**src/design/tsp_cfg.svh**
```systemverilog
// timing and framing constants of the serial stream block
`ifndef TSP_CFG_SVH
`define TSP_CFG_SVH

`define TSP_MCLK_NS        5
`define TSP_SLOTS          32
`define TSP_BITS_PER_SLOT  8
`define TSP_SLOT_W         5
`define TSP_CNT_W          8
`define TSP_NIB_W          4
`define TSP_SYNC_W         5
// bit positions inside the synchronised pin vector
`define TSP_PIN_BCLK       0
`define TSP_PIN_FSYNC_N    1
`define TSP_PIN_RESET_N    2
`define TSP_PIN_PCM_IN     3
`define TSP_PIN_SIG_IN     4
// slot bit at which the next slot's data is requested
`define TSP_REQ_BIT        3'h1
`define TSP_LAST_BIT       3'h7
// least low time of the device reset pin
`define TSP_RESET_MIN_NS   1000
`define TSP_RESET_MIN_CYC  ((`TSP_RESET_MIN_NS + `TSP_MCLK_NS - 1) / `TSP_MCLK_NS)

`endif

```
**src/design/tsp_pkg.sv**
```systemverilog
// types shared by the serial stream block and its user side
package tsp_pkg;

  typedef struct packed {
    logic       valid;
    logic [4:0] slot;
  } tsp_req_t;

  typedef struct packed {
    logic [7:0] pcm;
    logic [3:0] sig;
  } tsp_rx_t;

  typedef struct packed {
    logic       valid;
    logic [4:0] slot;
    logic [7:0] pcm;
    logic [3:0] sig;
    logic       sig_valid;
  } tsp_tx_t;

  typedef struct packed {
    logic       framed;
    logic [7:0] bit_cnt;
    logic [7:0] out_pcm;
    logic [3:0] out_sig;
    logic [7:0] hold_pcm;
    logic [3:0] hold_sig;
    logic [6:0] in_pcm;
    logic [6:0] in_sig;
    logic       pcm_q;
    logic       sig_q;
    logic       sig_oe;
    tsp_req_t   req;
    tsp_tx_t    tx;
  } tsp_state_t;

endpackage

```
**src/design/tsp_core.sv**
```systemverilog
// serial pcm and signaling stream engine facing the backplane switch
`timescale 1ns/1ps
`include "tsp_cfg.svh"

// Operation
// - signaling status output carries received signaling nibbles, one per slot.
// - nibble_select high drives upper nibble, tristates lower nibble.
// - nibble_select low drives lower nibble, tristates upper nibble.
// - with signaling_source_select high, signaling control input is ignored entirely.
// - control input nibble taken upper or lower half per nibble_select.
// - pcm data output carries received line channel bytes each frame.
// - device held in reset while reset_n low, runs when high.
module tsp_core (
  input  wire logic              mclk,
  input  wire logic              reset,
  input  wire logic              reset_n,
  input  wire logic              bit_clk,
  input  wire logic              frame_sync_n,
  input  wire logic              pcm_data_in,
  input  wire logic              signaling_control_in,
  input  wire logic              nibble_select,
  input  wire logic              signaling_source_select,
  input  wire tsp_pkg::tsp_rx_t  rx_slot,
  output tsp_pkg::tsp_req_t      slot_req,
  output tsp_pkg::tsp_tx_t       tx_slot,
  output logic                   pcm_data_out,
  output logic                   pcm_data_out_oe,
  output logic                   signaling_status_out,
  output logic                   signaling_status_out_oe,
  output logic                   in_reset
);

  // ****************************************
  // pin synchronisation
  // ****************************************
  logic [`TSP_SYNC_W-1:0] pin_vec;
  logic [`TSP_SYNC_W-1:0] pin_lvl;
  logic [`TSP_SYNC_W-1:0] pin_rise;
  logic [`TSP_SYNC_W-1:0] pin_fall;

  assign pin_vec = {signaling_control_in, pcm_data_in, reset_n, frame_sync_n, bit_clk};

  tsp_sync #(
    .W (`TSP_SYNC_W)
  ) u_sync (
    .mclk  (mclk),
    .reset (reset),
    .pin   (pin_vec),
    .level (pin_lvl),
    .rise  (pin_rise),
    .fall  (pin_fall)
  );

  logic bclk_rise;
  logic bclk_fall;
  logic fsync_n_s;
  logic pcm_in_s;
  logic sig_in_s;
  logic dev_rst;

  assign bclk_rise = pin_rise[`TSP_PIN_BCLK];
  assign bclk_fall = pin_fall[`TSP_PIN_BCLK];
  assign fsync_n_s = pin_lvl[`TSP_PIN_FSYNC_N];
  assign pcm_in_s  = pin_lvl[`TSP_PIN_PCM_IN];
  assign sig_in_s  = pin_lvl[`TSP_PIN_SIG_IN];
  assign dev_rst   = reset | ~pin_lvl[`TSP_PIN_RESET_N];

  // ****************************************
  // stream state
  // ****************************************
  tsp_pkg::tsp_state_t r;
  tsp_pkg::tsp_state_t n;

  always_comb begin
    logic [2:0] bit_idx;
    logic [7:0] sig_byte;
    bit_idx     = 3'h0;
    sig_byte    = 8'h00;
    n           = r;
    n.req.valid = 1'b0;
    n.tx.valid  = 1'b0;

    // user data is taken in the same cycle the request is high
    if (r.req.valid) begin
      n.hold_pcm = rx_slot.pcm;
      n.hold_sig = rx_slot.sig;
    end

    // ****************************************
    // output side: bits change on falling edges
    // ****************************************
    if (bclk_fall) begin
      if (!fsync_n_s) begin
        n.framed  = 1'b1;
        n.bit_cnt = '0;
      end else begin
        n.bit_cnt = r.bit_cnt + 8'h01;
      end
      bit_idx = n.bit_cnt[2:0];
      if (n.framed) begin
        if (bit_idx == 3'h0) begin
          n.out_pcm = r.hold_pcm;
          n.out_sig = r.hold_sig;
        end else begin
          n.out_pcm = {r.out_pcm[6:0], 1'b0};
        end
        n.pcm_q  = n.out_pcm[7];
        n.sig_q  = n.out_sig[2'h3 - bit_idx[1:0]];
        // first half of slot is the upper nibble
        n.sig_oe = bit_idx[2] ^ nibble_select;
        if (bit_idx == `TSP_REQ_BIT) begin
          n.req.valid = 1'b1;
          n.req.slot  = n.bit_cnt[7:3] + 5'h01;
        end
      end
    end

    // ****************************************
    // input side: bits sampled on rising edges
    // ****************************************
    if (bclk_rise && r.framed) begin
      n.in_pcm = {r.in_pcm[5:0], pcm_in_s};
      n.in_sig = {r.in_sig[5:0], sig_in_s};
      if (r.bit_cnt[2:0] == `TSP_LAST_BIT) begin
        sig_byte     = {r.in_sig, sig_in_s};
        n.tx.valid   = 1'b1;
        n.tx.slot    = r.bit_cnt[7:3];
        n.tx.pcm     = {r.in_pcm, pcm_in_s};
        n.tx.sig     = nibble_select ? sig_byte[7:4] : sig_byte[3:0];
        n.tx.sig_valid = ~signaling_source_select;
        if (signaling_source_select) begin
          n.tx.sig = '0;
        end
      end
    end
  end

  always_ff @(posedge mclk) begin
    if (dev_rst) begin
      r <= '0;
    end else begin
      r <= n;
    end
  end

  // ****************************************
  // outputs
  // ****************************************
  assign slot_req                = r.req;
  assign tx_slot                 = r.tx;
  assign pcm_data_out            = r.pcm_q;
  assign pcm_data_out_oe         = r.framed;
  assign signaling_status_out    = r.sig_q;
  assign signaling_status_out_oe = r.framed & r.sig_oe;
  assign in_reset                = dev_rst;

endmodule // tsp_core

```
**src/design/tsp_sync.sv**
```systemverilog
// two flip-flop synchroniser with edge detection for pin inputs
`timescale 1ns/1ps

module tsp_sync #(
  parameter int W = 5
) (
  input  wire logic         mclk,
  input  wire logic         reset,
  input  wire logic [W-1:0] pin,
  output logic      [W-1:0] level,
  output logic      [W-1:0] rise,
  output logic      [W-1:0] fall
);

  typedef struct packed {
    logic [W-1:0] s1;
    logic [W-1:0] s2;
    logic [W-1:0] s3;
  } tsp_sync_st_t;

  tsp_sync_st_t r;
  tsp_sync_st_t n;

  always_comb begin
    n    = r;
    n.s1 = pin;
    n.s2 = r.s1;
    n.s3 = r.s2;
  end

  always_ff @(posedge mclk) begin
    if (reset) begin
      r <= '0;
    end else begin
      r <= n;
    end
  end

  // edges look only at the second and third stages
  for (genvar i = 0; i < W; i++) begin : g_edge
    assign level[i] = r.s2[i];
    assign rise[i]  = r.s2[i] & ~r.s3[i];
    assign fall[i]  = ~r.s2[i] & r.s3[i];
  end

endmodule // tsp_sync

```
**config.mk**
```make
export PLATFORM = sky130hd
export DESIGN_NAME = tsp_core
export DESIGN_NICKNAME = d
export VERILOG_FILES = /design/src/design/tsp_pkg.sv /design/src/design/tsp_core.sv /design/src/design/tsp_sync.sv
export VERILOG_INCLUDE_DIRS = /design/src /design/src/design
export SDC_FILE = /design/constraint.sdc
export NUM_CORES = 1
export LEC_CHECK = 0
export BUFFER_PORTS_ARGS = -buffer_cell sky130_fd_sc_hd__buf_2
export CAP_MARGIN = 25
export CORE_UTILIZATION = 55
export DETAILED_ROUTE_END_ITERATION = 12
export PLACE_DENSITY = 0.74
export SLEW_MARGIN = 0
export SYNTH_ARGS = -nofsm -noshare
export SYNTH_HDL_FRONTEND = slang
export SYNTH_SLANG_ARGS = --single-unit
```
**constraint.sdc**
```tcl
create_clock -name mclk -period 2.76 [get_ports mclk]
set_input_delay 0.552 -clock mclk [delete_from_list [all_inputs] [get_ports mclk]]
set_output_delay 0.552 -clock mclk [all_outputs]
set_load 0.02 [all_outputs]
```
; ---- Word level (Yosys, flattened, before mapping)
; Index checks and enable logic that the tools add are counted.
[word_totals]
input_bits = 21
regBits = 85
output_inout_bits = 30
word_cells = 60
[op_classes]
n_reduce_logical = 7
n_lt_le_gt_ge = 1
muxes = 14
add_sub_neg = 3
bitwise_logic = 12
n_eq_ne = 2
[ops]
columns = op, count
row1 = two-way mux 8 bit, 3
row2 = two-way mux 4 bit, 5
row3 = two-way mux 19 bit, 1
row4 = adder 8 x 1 -> 8 bit (second input constant), 1
row5 = NOT 1 bit, 7
row6 = two-way mux 6 bit, 1
row7 = adder 5 x 1 -> 5 bit (second input constant), 1
row8 = AND reduction 2 bit, 2
row9 = AND 1 bit, 3
row10 = == test 3 x 1 -> 1 bit (second input constant), 1
row11 = == test 3 bit (second input constant), 1
row12 = logical NOT 3 bit, 1
row13 = < comparator 2 x 3 -> 1 bit (second input constant), 1
row14 = two-way mux 1 bit, 3
row15 = AND reduction 3 bit, 1
row16 = OR reduction 3 bit, 1
row17 = binary-select mux 1 bit (select 2 bit), 1
row18 = OR reduction 2 bit, 1
row19 = subtractor 2 bit (first input constant), 1
row20 = logical AND 1 bit, 1
row21 = bitwise OR 1 bit, 1
row22 = bitwise XOR 1 bit, 1

; ---- Depth between registers and ports, before layout
; Gate-level depths: netlist (run 1).
[depth]
word_depth = 9
depth_mapped = 7

; ---- Cells and area by module
; A second synthesis (run 1) with hierarchy kept.
[hier_totals]
hier_cells = 416
area_unflattened_um2 = 3786.1
[modules_own_cells]
columns = mod, area_each_um2, cells_per_inst, instances
row1 = tsp_core, 3253.1, 370, 1
row2 = tsp_sync, 533.0, 46, 1

; ---- Worst setup path before layout (run 1)
; Ideal clock, no wire load.
[synth_path]
path_kind = register to register
from = reg r[67] (netlist name)
to = reg r (netlist bit slot_req[3])
path_stages_with_launch = 7
path_slack_ns = 0.366
required_ns = 2.698
path_buffers = 0
t_arrival_ns = 2.332
setup_ns = 0.062
cell_sequence = dfxtp_1 > ha_1 > ha_1 > or4b_4 > or3_4 > or4_1 > nand3_1
[synth_between]
elab_chain_cells = 5
word_cells_on_any_way = 6
classes_between = add/sub (2) / eq/ne (1) / mux (2) / reduce/logical (1)
[synth_rtl]
columns = element, line_no
row1 = "start, declared", tsp_core.sv:71  ; tsp_pkg::tsp_state_t r;
row2 = "start signal, assigned", tsp_core.sv:142  ; r <= n;
row3 = adder 8 x 1 -> 8 bit *, tsp_core.sv:97  ; n.bit_cnt = r.bit_cnt + 8'h01;
row4 = two-way mux 8 bit *, tsp_core.sv:93  ; if (!fsync_n_s) begin
row5 = two-way mux 8 bit *, tsp_core.sv:92  ; if (bclk_fall) begin
row6 = branches (longest 2 deep; another with adder 5 x 1 -> 5 bit), -
; Every way passes the cells marked *. The select of a mux whose other input is x is not followed.
; A chain may end at the register's enable or synchronous reset.

; ---- Final worst setup path (run 1)
; Ends and elaborated chain as after synthesis.

==> flow_summary.toml, run 1 <==
[outcome]
status = "finished, final reports clean"

[logic_synthesis]
yosysWarningCount = 0
synthFlopType = "dfxtp_1"
syn-cell-area_sq_um = 3510
netlist_instances = 407
synth_nets = 431
async_reset_ff_frac = 0
syn_avg_cell_area_sq_um = 8.62
synth_edf_count = 0
yosysUniqueCellTypes = 35
yosysSeqAreaShare = 0.485
ys_seq_elements = 85

[floorplan]
dieHeight_um = 81.9
start_util = 0.582
dieArea_sq_um = 6700
rows = 28
die-width_um = 81.9
coreArea_sq_um = 6030
io_pins = 51

[sta]
finalSetupViolCount = 0
rsz0062_at_grt = "false"
hold_viol = 0
fin_crit_sh = 0.937
finalSetupTns_ns = 0
maxSlewHeadroom = 0.617
worstMarginPinSlew_ns = 0.573
clock_skew_ns = 0.00660
fin_hold_ws_ns = 0.410
max_freq_mhz = 386
report.final.slew_viol_count = 0
layout_setup_ws_ns = 0.173
timing.final.crit_period_ns = 2.59

[setup_path]
r2r_cells = 6
end_kind = "register"
path_cells = "ha_1 -> ha_1 -> or4b_4 -> or3_4 -> or4_1 -> nand3_1"
reg2reg_slack_ns = 0.17
crit_path_max_incr_delay_ns = 0.53
crit_slowest_cell = "or4b_4"
crit_arrival_ns = 2.88
r2r-start = "r[67]"
crit_type = "register to register"
r2r-end = "slot_req[3]"
critPathLaunchType = "register"
cpMostUsedCell = "ha_1"
required_ns = 3.05
cp_max_fo = 7

[clock_network]
cts_buffer_depth = 2
hold_buffers = 0
cts_root_buf = "clkbuf_8"
cts_resized = 0
htreeDepth = 3
clk_latency_ns = 0.34
path_clk_slew_ns = 0.08
numCtsBuffers = 9
cts_sinks = 85
post_cts_buffers = 0
cts_tree = "built"

[layout]
multi_input_area_sq_um = 1510
diodes = 0
final_common_cell = "dfxtp_1"
utilization = 0.636
area_growth_pct = 9.17
regArea_sq_um = 1700
nFillCells = 536
layout_common_cells = "85 x dfxtp_1, 74 x nand2_1, 50 x buf_2"
drive_gt1_frac = 0.182
num-nets-final = 453

[global_routing]
grt_pass1_vias = 2395
grt_first_pass_wirelength_um = 10700
grt_max_degree = 31
antenna_found_initial = 0
overflow = 0
grt_usage = 0.209

[detailed_routing]
wl_per_cell_um = 12.7
vias = 2637
firstDrtPassIters = 4
drcViolationCount = 0
first_iter_violations = 123
postRouteAntennaNets = 0
drt_wl_total_um = 6450
vias_per_cell = 5.18

[place]
dp_slack_ns = 0.227
io_buffers = 50
dp_hpwl_um = 4430
gp_congestion = 0.817

[power_and_ir_drop]
power.density_nw_per_um2 = 548
peakVddDrop_mv = 0.397
power.total_uw = 2100
p_leak_uw = 0.00140

[worst_hold_path]
hp-class = "input port to register"
min_to = "u_sync.n[9]"
min-delay-start = "signaling_control_in"
hold_path_depth = 2

[flow_run]
maxCapViolCount = 0
## power by group
| part | internal (uW) | total, uW | switching (uW) | leakage [uW] |
|---|---|---|---|---|
| Sequential | 1230 | 1240 | 2.69 | 0.000687 |
| Combinational | 25.0 | 57.0 | 32.0 | 0.000625 |
| Clock | 380 | 808 | 429 | 0.0000888 |
## cell usage after synthesis, types with 2 or more instances
master,instances,share of area
dfxtp_1,85,0.49
nand2_1,74,0.079
a21oi_1,42,0.060
nor2_1,41,0.044
mux2i_1,31,0.088
buf_4,25,0.053
clkbuf_1,21,0.022
nor2b_1,13,0.023
a211oi_1,11,0.024
nand3_1,10,0.014
o21ai_0,9,0.013
nor3_1,7,0.010
and2_1,5,0.0089
nand2b_1,4,0.0071
xor2_1,4,0.010
ha_1,3,0.011
buf_1,2,0.0021
inv_1,2,0.0021
o21a_1,2,0.0043
## routing by layer
metal	global-route usage	vias to the layer above	part of all wire
li1	-	1372	-
met1	0.263	1207	0.49
met2	0.335	45	0.46
met3	0.0378	13	0.032
met4	0.121	0	0.020
met5	0	-	0
## worst max-delay path: cells and delay by family, from the launching register on
family / cells / cell delay [ns]
AND/OR/NAND/NOR: 4 / 1.49
adder cells (fa/ha/maj): 2 / 0.60
flip-flops: 1 / 0.45
## area by class of cell
class                   count  share of cell area
clock buffers              12              0.0405
repair buffers             60              0.0849
well taps                  75              0.0245
clock inverters             4             0.00849
flip-flops and latches     85               0.444
inverters                   3             0.00294
multi-input cells         270               0.394
## metrics by stage
stage | area [sq um] | instances
global route | 3830 | 509
finish | 3830 | 509
detailed placement | 3640 | 493
floorplan | 3510 | 407
global placement | 3640 | 493
CTS | 3830 | 509
## cells by family (layout without fill, tap and decap cells)
group,after synthesis,in the layout,share of synthesized area
fa+ha+maj,3,3,0.0107
buf+inv,52,79,0.0845
simple gates,163,163,0.208
xor+xnor,4,4,0.00998
flops,85,85,0.485
mux,31,31,0.0884
compound gates,69,69,0.113
## sequential cells by signal (all words and copies together) (netlist names)
register and flops:
r 46, u_sync.r 1, slot_req 6, signaling_status_out 1, u_sync.n 5, pcm_data_out 1, pcm_data_out_oe 1, u_sync.level 5
tx_slot 19
## how the worst max path moves through the flow
stage                     slack (ns)  start     endpoint  depth (start not counted)
after floorplan                 0.37  r[67]  slot_req[3]                          6
after global placement          0.31  r[67]  slot_req[3]                          6
after detailed placement        0.23  r[67]  slot_req[3]                          6
after CTS                       0.21  r[67]  slot_req[3]                          6
after global routing            0.11  r[67]  slot_req[3]                          6
final                           0.17  r[67]  slot_req[3]                          6
Power figures use the tool's default switching activity.
==> inputs of run 2 (changes only) <==
- BUFFER_PORTS_ARGS: -buffer_cell sky130_fd_sc_hd__buf_2 -> -buffer_cell sky130_fd_sc_hd__buf_4
- CAP_MARGIN: 25 -> 10
- CORE_MARGIN: default -> 3
==> run 2 against run 1 <==
Effect of this change: clock power down 4.8%; flip-flop and latch count unchanged; global-route usage down 2.5 points; clock skew about the same; utilization up 1.5 points; register-to-register slack better by 0.04 ns; sequential power about the same; critical path depth unchanged; critical path type unchanged; critical endpoint unchanged; largest cell class unchanged.
==> flow_summary.toml, run 2 (synthesis gave the netlist of run 1 again) <==
[sta]
finalSetupTns_ns = 0
report.final.slew_viol_count = 0
max_freq_mhz = 393
maxSlewHeadroom = 0.637
worstMarginPinSlew_ns = 0.542
fin_crit_sh = 0.922
finalSetupViolCount = 0
clock_skew_ns = 0.00643
hold_viol = 0
layout_setup_ws_ns = 0.216
timing.final.crit_period_ns = 2.54
rsz0062_at_grt = "false"

[detailed_routing]
firstDrtPassIters = 4
postRouteAntennaNets = 0
vias = 2706
first_iter_violations = 157
wl_per_cell_um = 12.5
drt_wl_total_um = 6380
vias_per_cell = 5.32
drcViolationCount = 0

[clock_network]
cts_sinks = 85
cts_tree = "built"
cts_root_buf = "clkbuf_8"
clk_latency_ns = 0.34
htreeDepth = 3
numCtsBuffers = 9
path_clk_slew_ns = 0.08
cts_buffer_depth = 2
post_cts_buffers = 0
cts_resized = 0
hold_buffers = 0

[layout]
diodes = 0
layout_common_cells = "85 x dfxtp_1, 74 x nand2_1, 60 x buf_4"
largest-register = "r"
num-nets-final = 453
area_growth_pct = 12.3
final_area_sq_um = 3940
drive_gt1_frac = 0.184
largest_reg_flops = 46
final_common_cell = "dfxtp_1"

[setup_path]
critPathBufInv = 0
cp_max_fo = 7
crit_slowest_cell = "or4b_4"
crit_cells = 6
r2r-start = "r[67]"
crit_path_max_incr_delay_ns = 0.52
r2r_cells = 6
end_kind = "register"
r2r-end = "slot_req[3]"
cp-startpoint = "r[67]"
cpMostUsedCell = "ha_1"
crit_type = "register to register"
crit_family = "simple AND/OR/NAND/NOR gates"
reg2reg_slack_ns = 0.22
required_ns = 3.05
path_cells = "ha_1 -> ha_1 -> or4b_4 -> or3_4 -> or4_1 -> nand3_1"
crit_arrival_ns = 2.83
critPathLaunchType = "register"
crit_end = "slot_req[3]"

[floorplan]
dieArea_sq_um = 7370
start_util = 0.579
rows = 28
die-width_um = 85.9
io_pins = 51
coreArea_sq_um = 6060
dieHeight_um = 85.9

[flow_run]
maxCapViolCount = 0

[outcome]
status = "finished, final reports clean"

[global_routing]
grt_usage = 0.184
antenna_found_initial = 0
overflow = 0
grt_max_degree = 42
grt_first_pass_wirelength_um = 11000
grt_pass1_vias = 2521

[power_and_ir_drop]
p_clk_frac = 0.372
netSwitchingFraction = 0.220
p_int_uw = 1610
p_comb_frac = 0.030
peakVddDrop_mv = 0.419
power.density_nw_per_um2 = 525
power_frac_seq = 0.598
p_leak_uw = 0.00142
p_sw_uw = 456

[worst_hold_path]
hp-class = "input port to register"

[place]
gp_congestion = 0.932
dp_hpwl_um = 4470
dp_slack_ns = 0.219
io_buffers = 50
dpl_cell_area_sq_um = 3770
run 2: cell types whose count changed in the layout (fill, tap and decap cells not counted):
cell	change
clkbuf_1	-1
clkbuf_8	-1
inv_6	+1
buf_4	+50
clkinvlp_4	-1
clkinv_2	+4
buf_2	-50
clkinv_4	-2
run 2: final cells by class:
| cell class | count | area, sq um |
|---|---|---|
| Clock buffer | 10 | 138 |
| Clock inverter | 6 | 36.3 |
| Fill cell | 516 | 2120 |
| Inverter | 3 | 11.3 |
| Multi-Input combinational cell | 270 | 1510 |
| Sequential cell | 85 | 1700 |
| Tap cell | 75 | 93.8 |
| Timing Repair Buffer | 60 | 450 |
run 2: how the worst min path moves through the flow:
stage	start	to	slack, ns	depth (start not counted)
2_1_floorplan	u_sync.n[5]	u_sync.level[0]	0.41	1
3_3_place_gp	u_sync.n[7]	u_sync.level[2]	0.42	1
3_5_place_dp	u_sync.n[5]	u_sync.level[0]	0.42	1
4_1_cts	bit_clk	u_sync.n[5]	0.40	2
5_1_grt	frame_sync_n	u_sync.n[6]	0.41	2
6_report	bit_clk	u_sync.n[5]	0.42	2
run 2: per-stage QoR:
stage	util	hold WS (ns)	power, uW	cells
floorplan	-	0.414	1300	407
finish	0.650	0.419	2070	509
detailed placement	0.622	0.420	1330	493
CTS	0.650	0.402	2100	509
global route	0.650	0.410	2160	509
global placement	0.622	0.420	1330	493
run 2: worst register-to-register path, stage by stage, from the launching register on:
cell	delay, ns
dfxtp_1	0.44
ha_1	0.28
ha_1	0.29
or4b_4	0.52
or3_4	0.36
or4_1	0.52
nand3_1	0.09
run 2: layer usage:
| metal | track usage | vias up | part of all wire |
|---|---|---|---|
| met1 | 0.234 | 1262 | 0.47 |
| met5 | 0 | - | 0 |
| met2 | 0.296 | 54 | 0.47 |
| met4 | 0.0849 | 0 | 0.019 |
| li1 | - | 1378 | - |
| met3 | 0.0423 | 12 | 0.048 |
run 2: power by group through the flow:
stage | Combinational [uW] | Sequential [uW] | Clock (uW)
2_1_floorplan | 33.5 | 1260 | 0
3_3_place_gp | 62.3 | 1270 | 0
3_5_place_dp | 63.4 | 1270 | 0
4_1_cts | 63.7 | 1240 | 799
5_1_grt | 69.2 | 1240 | 849
6_report | 63.1 | 1240 | 769
